<file path="src/hw/fsc_pkg.sv">
package fsc_pkg;
	// ------------------------------------------------------------
	// Register map (byte addresses)
	// ------------------------------------------------------------
	localparam logic [7:0] OFS_CONTROL = 8'h00;
	localparam logic [7:0] OFS_STATUS = 8'h04;
	localparam logic [7:0] OFS_TUNING = 8'h08;
	localparam logic [7:0] OFS_FLAG = 8'h0c;
	localparam logic [7:0] OFS_ENABLE = 8'h10;
	// ------------------------------------------------------------
	// Field positions and reset values
	// ------------------------------------------------------------
	localparam int CTL_PLL_BIT = 7;
	localparam int CTL_FREQ_LSB = 3;
	localparam logic [3:0] FREQ_RESET = 4'h7;
	localparam logic [1:0] SCS_RESET = 2'h0;
	localparam logic [5:0] TRIM_RESET = 6'h00;
	localparam logic [2:0] FOSC_INTERNAL_OSCILLATOR = 3'h4;
	localparam logic [2:0] FOSC_CRYSTAL_LIMIT = 3'h3;
	localparam logic [3:0] FREQ_PLL_CODE = 4'he;
	localparam logic [1:0] RESP_OKAY = 2'h0;
	localparam logic [1:0] RESP_SLVERR = 2'h2;
	// ------------------------------------------------------------
	// Counts
	// ------------------------------------------------------------
	localparam int OST_CYCLES = 1024;
	localparam int SAMPLE_DIV = 64;
	localparam int HALF_DIV = SAMPLE_DIV / 2;
	// ------------------------------------------------------------
	// Types
	// ------------------------------------------------------------
	typedef enum logic [1:0] {SRC_NONE, SRC_EXT, SRC_SOSC, SRC_INT} fsc_src_t;
	typedef enum logic [1:0] {SW_IDLE, SW_OLD, SW_NEW} fsc_sw_t;
	typedef enum logic [1:0] {OSC_LF, OSC_MF, OSC_HF} fsc_osc_t;
endpackage

</file>
<file path="src/hw/fsc_clock_select.sv">
// Added by the designer: register access over AXI4-Lite and the register addresses.
`timescale 1ns/1ns
module fsc_clock_select #(
	parameter int OST_COUNT = fsc_pkg::OST_CYCLES,
	parameter int HALF_COUNT = fsc_pkg::HALF_DIV
) (
	input wire logic i_clk_sys,
	input wire logic i_rstn,
	input wire logic [7:0] i_awaddr,
	input wire logic i_awvalid,
	output logic o_awready,
	input wire logic [31:0] i_wdata,
	input wire logic [3:0] i_wstrb,
	input wire logic i_wvalid,
	output logic o_wready,
	output logic [1:0] o_bresp,
	output logic o_bvalid,
	input wire logic i_bready,
	input wire logic [7:0] i_araddr,
	input wire logic i_arvalid,
	output logic o_arready,
	output logic [31:0] o_rdata,
	output logic [1:0] o_rresp,
	output logic o_rvalid,
	input wire logic i_rready,
	input wire logic i_ext_clk,
	input wire logic i_sosc_clk,
	input wire logic i_int_clk,
	input wire logic i_lf_clk,
	input wire logic [2:0] i_cfg_fosc,
	input wire logic i_config_failure_monitor_enable,
	input wire logic i_config_two_speed_enable,
	input wire logic i_config_pll_enable,
	input wire logic i_sleep,
	input wire logic i_secondary_osc_enable,
	input wire logic i_secondary_osc_ready,
	input wire logic i_pll_ready,
	input wire logic i_high_int_osc_ready,
	input wire logic i_high_int_osc_locked,
	input wire logic i_high_int_osc_stable,
	input wire logic i_medium_int_osc_ready,
	input wire logic i_low_int_osc_ready,
	output logic o_sysclk,
	output logic [1:0] o_sysclk_src,
	output logic o_switching,
	output logic [3:0] o_internal_freq_select,
	output logic [1:0] o_int_osc_kind,
	output logic o_int_freq_pll,
	output logic o_pll_on,
	output logic [5:0] o_frequency_trim,
	output logic o_osc_fail_irq
);
	if (OST_COUNT < 2 || OST_COUNT > 2047 || HALF_COUNT < 1 || HALF_COUNT > 32) begin
		$error("fsc_clock_select: count parameter out of range");
	end

	// ------------------------------------------------------------
	// State
	// ------------------------------------------------------------
	typedef struct packed {
		logic aw_got;
		logic w_got;
		logic [7:0] waddr;
		logic [7:0] wdat;
		logic wlane;
		logic awready;
		logic wready;
		logic bvalid;
		logic [1:0] bresp;
		logic arready;
		logic rvalid;
		logic [31:0] rdata;
		logic [1:0] rresp;
		logic soft_pll;
		logic [3:0] freq;
		logic [1:0] scs;
		logic [5:0] trim;
		logic flag;
		logic flag_en;
		logic irq;
		logic [6:0] sync1;
		logic [6:0] sync2;
		logic [3:0] prev_lvl;
		logic prev_sleep;
		logic [10:0] ost_cnt;
		logic ost_done;
		logic [4:0] div_cnt;
		logic sample;
		logic latch;
		logic failsafe;
		fsc_pkg::fsc_src_t cur;
		fsc_pkg::fsc_src_t sw_tgt;
		fsc_pkg::fsc_sw_t sw;
		logic sysclk;
		logic switching;
		fsc_pkg::fsc_osc_t kind;
		logic pll_x4;
		logic pll_on;
	} fsc_state_t;

	fsc_state_t st_ff;
	fsc_state_t nxt_st;

	function automatic fsc_pkg::fsc_osc_t fsc_decode(input logic [3:0] code);
		if (code[3:1] == 3'h0) begin
			fsc_decode = fsc_pkg::OSC_LF;
		end else if (code[3] == 1'b0 && code != 4'h3) begin
			fsc_decode = fsc_pkg::OSC_MF;
		end else begin
			fsc_decode = fsc_pkg::OSC_HF;
		end
	endfunction

	function automatic logic fsc_pick(input fsc_pkg::fsc_src_t s, input logic [3:0] v, input logic none_val);
		unique case (s)
			fsc_pkg::SRC_NONE: fsc_pick = none_val;
			fsc_pkg::SRC_EXT: fsc_pick = v[0];
			fsc_pkg::SRC_SOSC: fsc_pick = v[1];
			fsc_pkg::SRC_INT: fsc_pick = v[2];
		endcase
	endfunction

	// ------------------------------------------------------------
	// Next state
	// ------------------------------------------------------------
	logic [3:0] lvl, fall, rise;
	logic crystal, two_speed, scs_change, sleep_enter, wake, armed, fail, do_write, flag_clear, rd_hit;
	logic [7:0] rd_byte;
	fsc_pkg::fsc_src_t target;

	always_comb begin
		nxt_st = st_ff;
		lvl = {i_lf_clk, i_int_clk, i_sosc_clk, i_ext_clk};
		fall = st_ff.prev_lvl & ~lvl;
		rise = ~st_ff.prev_lvl & lvl;
		nxt_st.prev_lvl = lvl;
		crystal = i_cfg_fosc < fsc_pkg::FOSC_CRYSTAL_LIMIT;
		two_speed = i_config_two_speed_enable | i_config_failure_monitor_enable;
		sleep_enter = i_sleep & ~st_ff.prev_sleep;
		wake = ~i_sleep & st_ff.prev_sleep;
		nxt_st.prev_sleep = i_sleep;
		nxt_st.sync1 = {i_secondary_osc_ready, i_pll_ready, i_high_int_osc_ready, i_high_int_osc_locked,
			i_medium_int_osc_ready, i_low_int_osc_ready, i_high_int_osc_stable};
		nxt_st.sync2 = st_ff.sync1;

		// Write channel: address and data taken in either order
		if (i_awvalid && st_ff.awready) begin
			nxt_st.aw_got = 1'b1;
			nxt_st.waddr = i_awaddr;
		end
		if (i_wvalid && st_ff.wready) begin
			nxt_st.w_got = 1'b1;
			nxt_st.wdat = i_wdata[7:0];
			nxt_st.wlane = i_wstrb[0];
		end
		do_write = st_ff.aw_got && st_ff.w_got && !st_ff.bvalid;
		scs_change = 1'b0;
		flag_clear = 1'b0;
		if (do_write) begin
			nxt_st.aw_got = 1'b0;
			nxt_st.w_got = 1'b0;
			nxt_st.bvalid = 1'b1;
			nxt_st.bresp = fsc_pkg::RESP_OKAY;
			unique case (st_ff.waddr)
				fsc_pkg::OFS_CONTROL: begin
					nxt_st.soft_pll = st_ff.wlane ? st_ff.wdat[fsc_pkg::CTL_PLL_BIT] : st_ff.soft_pll;
					nxt_st.freq = st_ff.wlane ? st_ff.wdat[fsc_pkg::CTL_FREQ_LSB +: 4] : st_ff.freq;
					nxt_st.scs = st_ff.wlane ? st_ff.wdat[1:0] : st_ff.scs;
					scs_change = st_ff.wlane && st_ff.wdat[1:0] != st_ff.scs;
				end
				fsc_pkg::OFS_TUNING: nxt_st.trim = st_ff.wlane ? st_ff.wdat[5:0] : st_ff.trim;
				fsc_pkg::OFS_FLAG: flag_clear = st_ff.wlane & st_ff.wdat[0];
				fsc_pkg::OFS_ENABLE: nxt_st.flag_en = st_ff.wlane ? st_ff.wdat[0] : st_ff.flag_en;
				fsc_pkg::OFS_STATUS: nxt_st.bresp = fsc_pkg::RESP_OKAY;
				default: begin
					nxt_st.bresp = fsc_pkg::RESP_SLVERR;
				end
			endcase
		end
		if (st_ff.bvalid && i_bready) begin
			nxt_st.bvalid = 1'b0;
		end
		nxt_st.awready = !nxt_st.aw_got && !nxt_st.bvalid;
		nxt_st.wready = !nxt_st.w_got && !nxt_st.bvalid;

		// Read channel
		rd_hit = 1'b1;
		unique case (i_araddr)
			fsc_pkg::OFS_CONTROL: rd_byte = {st_ff.soft_pll, st_ff.freq, 1'b0, st_ff.scs};
			fsc_pkg::OFS_STATUS: rd_byte = {st_ff.sync2[6] | ~i_secondary_osc_enable, st_ff.sync2[5],
				st_ff.cur == fsc_pkg::SRC_EXT, st_ff.sync2[4:0]};
			fsc_pkg::OFS_TUNING: rd_byte = {2'h0, st_ff.trim};
			fsc_pkg::OFS_FLAG: rd_byte = {7'h00, st_ff.flag};
			fsc_pkg::OFS_ENABLE: rd_byte = {7'h00, st_ff.flag_en};
			default: begin
				rd_byte = 8'h00;
				rd_hit = 1'b0;
			end
		endcase
		if (i_arvalid && st_ff.arready) begin
			nxt_st.rvalid = 1'b1;
			nxt_st.rdata = {24'h000000, rd_byte};
			nxt_st.rresp = rd_hit ? fsc_pkg::RESP_OKAY : fsc_pkg::RESP_SLVERR;
		end else if (st_ff.rvalid && i_rready) begin
			nxt_st.rvalid = 1'b0;
		end
		nxt_st.arready = !nxt_st.rvalid;

		// Start-up timer: crystal oscillations only
		if (!crystal) begin
			nxt_st.ost_done = !i_sleep;
		end else if (sleep_enter || i_sleep || wake || scs_change) begin
			nxt_st.ost_cnt = 11'h000;
			nxt_st.ost_done = 1'b0;
		end else if (!st_ff.ost_done && fall[0]) begin
			if (st_ff.ost_cnt == 11'(OST_COUNT - 1)) begin
				nxt_st.ost_done = 1'b1;
			end else begin
				nxt_st.ost_cnt = st_ff.ost_cnt + 11'h001;
			end
		end

		// Sample clock from the low oscillator, and the edge latch
		if (rise[3]) begin
			if (st_ff.div_cnt == 5'(HALF_COUNT - 1)) begin
				nxt_st.div_cnt = 5'h00;
				nxt_st.sample = !st_ff.sample;
			end else begin
				nxt_st.div_cnt = st_ff.div_cnt + 5'h01;
			end
		end
		armed = i_config_failure_monitor_enable && !i_sleep && st_ff.ost_done && !st_ff.failsafe
			&& st_ff.scs == 2'h0 && i_cfg_fosc != fsc_pkg::FOSC_INTERNAL_OSCILLATOR;
		fail = 1'b0;
		if (nxt_st.sample != st_ff.sample) begin
			if (nxt_st.sample) begin
				nxt_st.latch = 1'b0;
			end else begin
				fail = armed && !st_ff.latch && !fall[0];
			end
		end
		if (fall[0]) begin
			nxt_st.latch = 1'b1;
		end

		// Fail-safe condition and failure flag
		if (sleep_enter || scs_change) begin
			nxt_st.failsafe = 1'b0;
		end else if (fail) begin
			nxt_st.failsafe = 1'b1;
		end
		if (fail) begin
			nxt_st.flag = 1'b1;
		end else if (flag_clear && !st_ff.failsafe) begin
			nxt_st.flag = 1'b0;
		end
		nxt_st.irq = nxt_st.flag & nxt_st.flag_en;

		// Wanted source
		if (i_sleep) begin
			target = fsc_pkg::SRC_NONE;
		end else if (st_ff.scs[1]) begin
			target = fsc_pkg::SRC_INT;
		end else if (st_ff.scs[0]) begin
			target = fsc_pkg::SRC_SOSC;
		end else if (i_cfg_fosc == fsc_pkg::FOSC_INTERNAL_OSCILLATOR || st_ff.failsafe) begin
			target = fsc_pkg::SRC_INT;
		end else if (!st_ff.ost_done) begin
			target = two_speed ? fsc_pkg::SRC_INT : fsc_pkg::SRC_NONE;
		end else begin
			target = fsc_pkg::SRC_EXT;
		end

		// Edge-aligned handover, shared by every kind of switch
		unique case (st_ff.sw)
			fsc_pkg::SW_IDLE: begin
				nxt_st.sysclk = fsc_pick(st_ff.cur, lvl, 1'b0);
				if (target != st_ff.cur) begin
					nxt_st.sw = fsc_pkg::SW_OLD;
					nxt_st.sw_tgt = target;
				end
			end
			fsc_pkg::SW_OLD: begin
				nxt_st.sysclk = fsc_pick(st_ff.cur, lvl, 1'b0);
				// A failed outgoing clock has no falling edge left to wait for
				if (fsc_pick(st_ff.cur, fall, 1'b1) || (st_ff.failsafe && st_ff.cur == fsc_pkg::SRC_EXT)) begin
					nxt_st.sysclk = 1'b0;
					nxt_st.sw = fsc_pkg::SW_NEW;
				end
			end
			fsc_pkg::SW_NEW: begin
				nxt_st.sysclk = 1'b0;
				if (fsc_pick(st_ff.sw_tgt, fall, 1'b1)) begin
					nxt_st.cur = st_ff.sw_tgt;
					nxt_st.sw = fsc_pkg::SW_IDLE;
				end
			end
		endcase

		nxt_st.switching = nxt_st.sw != fsc_pkg::SW_IDLE;
		nxt_st.pll_on = i_config_pll_enable | nxt_st.soft_pll;
		nxt_st.kind = fsc_decode(nxt_st.freq);
		nxt_st.pll_x4 = nxt_st.pll_on && nxt_st.freq == fsc_pkg::FREQ_PLL_CODE;
	end

	// ------------------------------------------------------------
	// Registers
	// ------------------------------------------------------------
	always_ff @(posedge i_clk_sys or negedge i_rstn) begin
		if (!i_rstn) begin
			st_ff <= '0;
			st_ff.awready <= 1'b1;
			st_ff.wready <= 1'b1;
			st_ff.arready <= 1'b1;
			st_ff.freq <= fsc_pkg::FREQ_RESET;
			st_ff.scs <= fsc_pkg::SCS_RESET;
			st_ff.trim <= fsc_pkg::TRIM_RESET;
			st_ff.kind <= fsc_pkg::OSC_MF;
		end else begin
			st_ff <= nxt_st;
		end
	end

	assign o_awready = st_ff.awready;
	assign o_wready = st_ff.wready;
	assign o_bresp = st_ff.bresp;
	assign o_bvalid = st_ff.bvalid;
	assign o_arready = st_ff.arready;
	assign o_rdata = st_ff.rdata;
	assign o_rresp = st_ff.rresp;
	assign o_rvalid = st_ff.rvalid;
	assign o_sysclk = st_ff.sysclk;
	assign o_sysclk_src = st_ff.cur;
	assign o_switching = st_ff.switching;
	assign o_internal_freq_select = st_ff.freq;
	assign o_int_osc_kind = st_ff.kind;
	assign o_int_freq_pll = st_ff.pll_x4;
	assign o_pll_on = st_ff.pll_on;
	assign o_frequency_trim = st_ff.trim;
	assign o_osc_fail_irq = st_ff.irq;
endmodule

</file>
<file path="config.mk">
export PLATFORM = sky130hd
export DESIGN_NAME = fsc_clock_select
export DESIGN_NICKNAME = d
export VERILOG_FILES = /design/src/hw/fsc_pkg.sv /design/src/hw/fsc_clock_select.sv
export SDC_FILE = /design/constraint.sdc
export NUM_CORES = 1
export LEC_CHECK = 0
export BUFFER_PORTS_ARGS = -buffer_cell sky130_fd_sc_hd__buf_2
export CAP_MARGIN = 10
export CORE_MARGIN = 3
export CORE_UTILIZATION = 45
export CTS_CLUSTER_DIAMETER = 50
export CTS_CLUSTER_SIZE = 40
export DETAILED_ROUTE_END_ITERATION = 8
export HOLD_SLACK_MARGIN = 0.06
export PLACE_DENSITY_LB_ADDON = 0.25
export SYNTH_ARGS = -nofsm -noshare
export SYNTH_HDL_FRONTEND = slang
export SYNTH_SLANG_ARGS = --single-unit
</file>
<file path="constraint.sdc">
create_clock -name i_clk_sys -period 1.7 [get_ports i_clk_sys]
set_input_delay 0.085 -clock i_clk_sys [delete_from_list [all_inputs] [get_ports i_clk_sys]]
set_output_delay 0.085 -clock i_clk_sys [all_outputs]
set_load 0.05 [all_outputs]
</file>
==> metrics <==
Synth Warn #=0; clock-pin slew on the worst setup and hold paths=110 ps; Slew Viols, Final=0; vias=3539; Max-Cap Viols=0; Die H=110 um; NumNets Final=671; synthesized flop and latch total=101; Hold Slack=89.2 ps; area growth from synthesis to layout=28.7%; Comb power frac=36.6%; mapped cell area=4850 um^2; Worst setup EP type=flop; Diodes inserted=0; core region area=10400 um^2; switching power=2.90 mW; Finished Layout Cells=728; sw frac=38.3%; Worst Path Required=1950 ps; share of Yosys cell area claimed by the top area cell type=48.5%; violated checks=setup timing; area of the multi-input gates=2060 um^2; clock buffer depth=2; Initial Util=46.5%; IO Pins=138; Root Buffer=clkbuf_8; worst path arrival time=2030 ps; Setup WS pre-CTS=-106 ps; Gate Count Post-Synth=437; DRC viols=0; Clk network pwr share=18.9%; area leader, netlist=dfrtp_1; gr usage total=18.2%; Antenna Nets Post-Route=0; first-pass GRT wire length=17300 um; Async SR Flop Fraction=100%; Internal=4.68 mW; CTS buffer count=9; Sink Count=101; initial DRC count=78; Vias/cell=4.86; Hold Path Class=input port to flop; Leak=3.05 nW; Routed WL=10300 um; gr ovfl total=0; Avg WL per Cell=14.2 um; Reg power frac=44.5%; CTS tree=yes; Sequential Area=2540 um^2; DP Area=5520 um^2; Fin. Hold Viols=0; endpoints failing setup=14; clock skew=11.3 ps; dpl cells=668; initial antenna violation count=0; number of synthesized flops with an enable pin=0; Mapped Avg Cell Area=11.1 um^2; DP Wirelength=7350 um; Final WS setup=-85.5 ps; largest net degree at the start of global routing=35; critical path launch point type=flop; kind of critical path=flop to flop; final instance area=6240 um^2; row cnt=37; post-synthesis sequential area ratio=52.3%; Synth top cells by count=94 x dfrtp_1, 50 x buf_4, 45 x nand2_1, 29 x nor2_1, 28 x mux2_2; die area=12100 um^2; drt pass-1 iters=4; post-synthesis cell type count=62; layout cell share with drive strength beyond 1=37.5%; Tot Pwr=7.59 mW; f_max=0.560 GHz; worst skew pair latency=360 ps; chip width=110 um; port buffer count=84; status=finished, violations left; GPL Wtd Cong=0.831; power per cell area=1220 nW/um^2; Max Fanout on Critical Path=6; top-count cell post-synth=dfrtp_1; filler cell count=881; top_reg_cell synth=dfrtp_1; vias in the first global route=3658; Max IR drop VDD=1160 uV; crit path time final=1790 ps; RSZ-0062 raised after global routing=true; H-tree levels=3; final period utilization=105%; top post-synthesis cells by area=dfrtp_1 49%, buf_4 7.7%, mux2_2 6.5%
cell usage in the layout (no fill, tap or decap), drive strengths merged, types with 2 or more instances in the layout:
master / netlist / routed
a21oi: 17 / 17
a31oi: 6 / 6
and2: 3 / 3
and3: 4 / 4
buf: 55 / 137
clkbuf: 6 / 10
clkinv: 0 / 2
clkinvlp: 0 / 2
conb: 1 / 26
dfrtp: 94 / 94
dfstp: 7 / 7
dlygate4sd3: 0 / 38
ha: 6 / 6
inv: 13 / 15
mux2: 28 / 28
mux2i: 8 / 8
nand2: 45 / 45
nand2b: 9 / 9
nand3: 7 / 7
nand3b: 2 / 2
nand4: 2 / 2
nand4b: 7 / 7
nor2: 29 / 29
nor2b: 9 / 9
nor3: 9 / 9
nor3b: 3 / 3
nor4: 3 / 3
o2111ai: 2 / 2
o21a: 2 / 2
o21ai: 20 / 20
o31ai: 4 / 4
or2: 2 / 2
or3b: 3 / 3
xnor2: 2 / 2
xor2: 10 / 10
path summary, 6_finish.rpt:
| check | depth (start not counted) | slack [ps] | end | from |
|---|---|---|---|---|
| min in group asynchronous | 2 | 170 | o_rdata[7]$_DFFE_PN0P_ | i_rstn |
| max reg2reg | 6 | -90 | o_frequency_trim[1]$_DFFE_PN0P_ | st_ff[117]$_DFFE_PN0P_ |
| min | 2 | 90 | o_rdata[7]$_DFFE_PN0P_ | i_araddr[3] |
| max | 6 | -90 | o_frequency_trim[1]$_DFFE_PN0P_ | st_ff[117]$_DFFE_PN0P_ |
| min reg2reg | 0 | 360 | st_ff[37]$_DFF_PN0_ | nxt_st[37]$_DFF_PN0_ |
| max in group asynchronous | 3 | 880 | o_sysclk_src[0]$_DFFE_PN0P_ | i_rstn |
state kept, by name, summed over array words and instances, names as in the netlist:
register and count:
o_switching 1, o_arready 1, o_osc_fail_irq 1, o_sysclk_src 2, o_sysclk 1, o_frequency_trim 6
o_wready 1, st_ff 60, o_rdata 8, nxt_st 7, o_rresp 1, o_rvalid 1
o_bresp 1, o_int_osc_kind 2, o_awready 1, o_bvalid 1, o_pll_on 1, o_internal_freq_select 4
o_int_freq_pll 1
per-layer routing:
metal	up-vias	global-route usage, %	wire, um
met4	0	5.61	121
met5	-	0	0
li1	1725	-	-
met1	1723	24.2	4650
met3	10	2.99	391
met2	81	30.6	5160
per-stage QoR:
stage	TNS, ps	utilization (%)
4_1_cts	-576	59.6
3_3_place_gp	-393	52.9
3_5_place_dp	-730	52.9
6_report	-631	59.9
5_1_grt	-2240	59.9
2_1_floorplan	-499	-
area by class of cell:
type	count	area share (%)
clock buffer	10	2.05
timing repair buffer	175	19.8
multi-input combinational	287	33.1
inverter	13	0.782
clock inverter	6	0.882
sequential	101	40.7
tap	136	2.73
logic make-up (layout without fill, tap and decap cells):
logic type	count (synthesis)	after routing	share of synthesized area (%)
xor+xnor	12	12	2.17
compound gates	65	65	8.90
simple gates	141	141	16.7
flops	101	101	52.3
buf+inv	74	204	9.70
fa+ha+maj	6	6	1.55
other cells	1	26	0.0773
mux	37	37	8.62
critical path, stage by stage, from the launching register on:
cell	delay (ps)
dfrtp_1	420
nor4_4	260
buf_4	170
nand4b_4	140
nor3_4	240
buf_12	150
mux2_4	290
power groups by stage:
stage	combinational [mW]	clock (mW)	sequential, mW
2_1_floorplan	1.78	0	3.56
3_3_place_gp	2.55	0	3.38
3_5_place_dp	2.60	0	3.41
4_1_cts	2.75	1.48	3.37
5_1_grt	3.04	1.59	3.45
6_report	2.78	1.44	3.38
repair_timing:
item,CTS,global route
hold endpoints to repair,114,0
endpoints found under the setup margin,19,25
hold buffers,38,0
setup buffers,5,2
gates resized for setup,20,7
pin swaps,8,5
(Power assumes the default switching activity.)
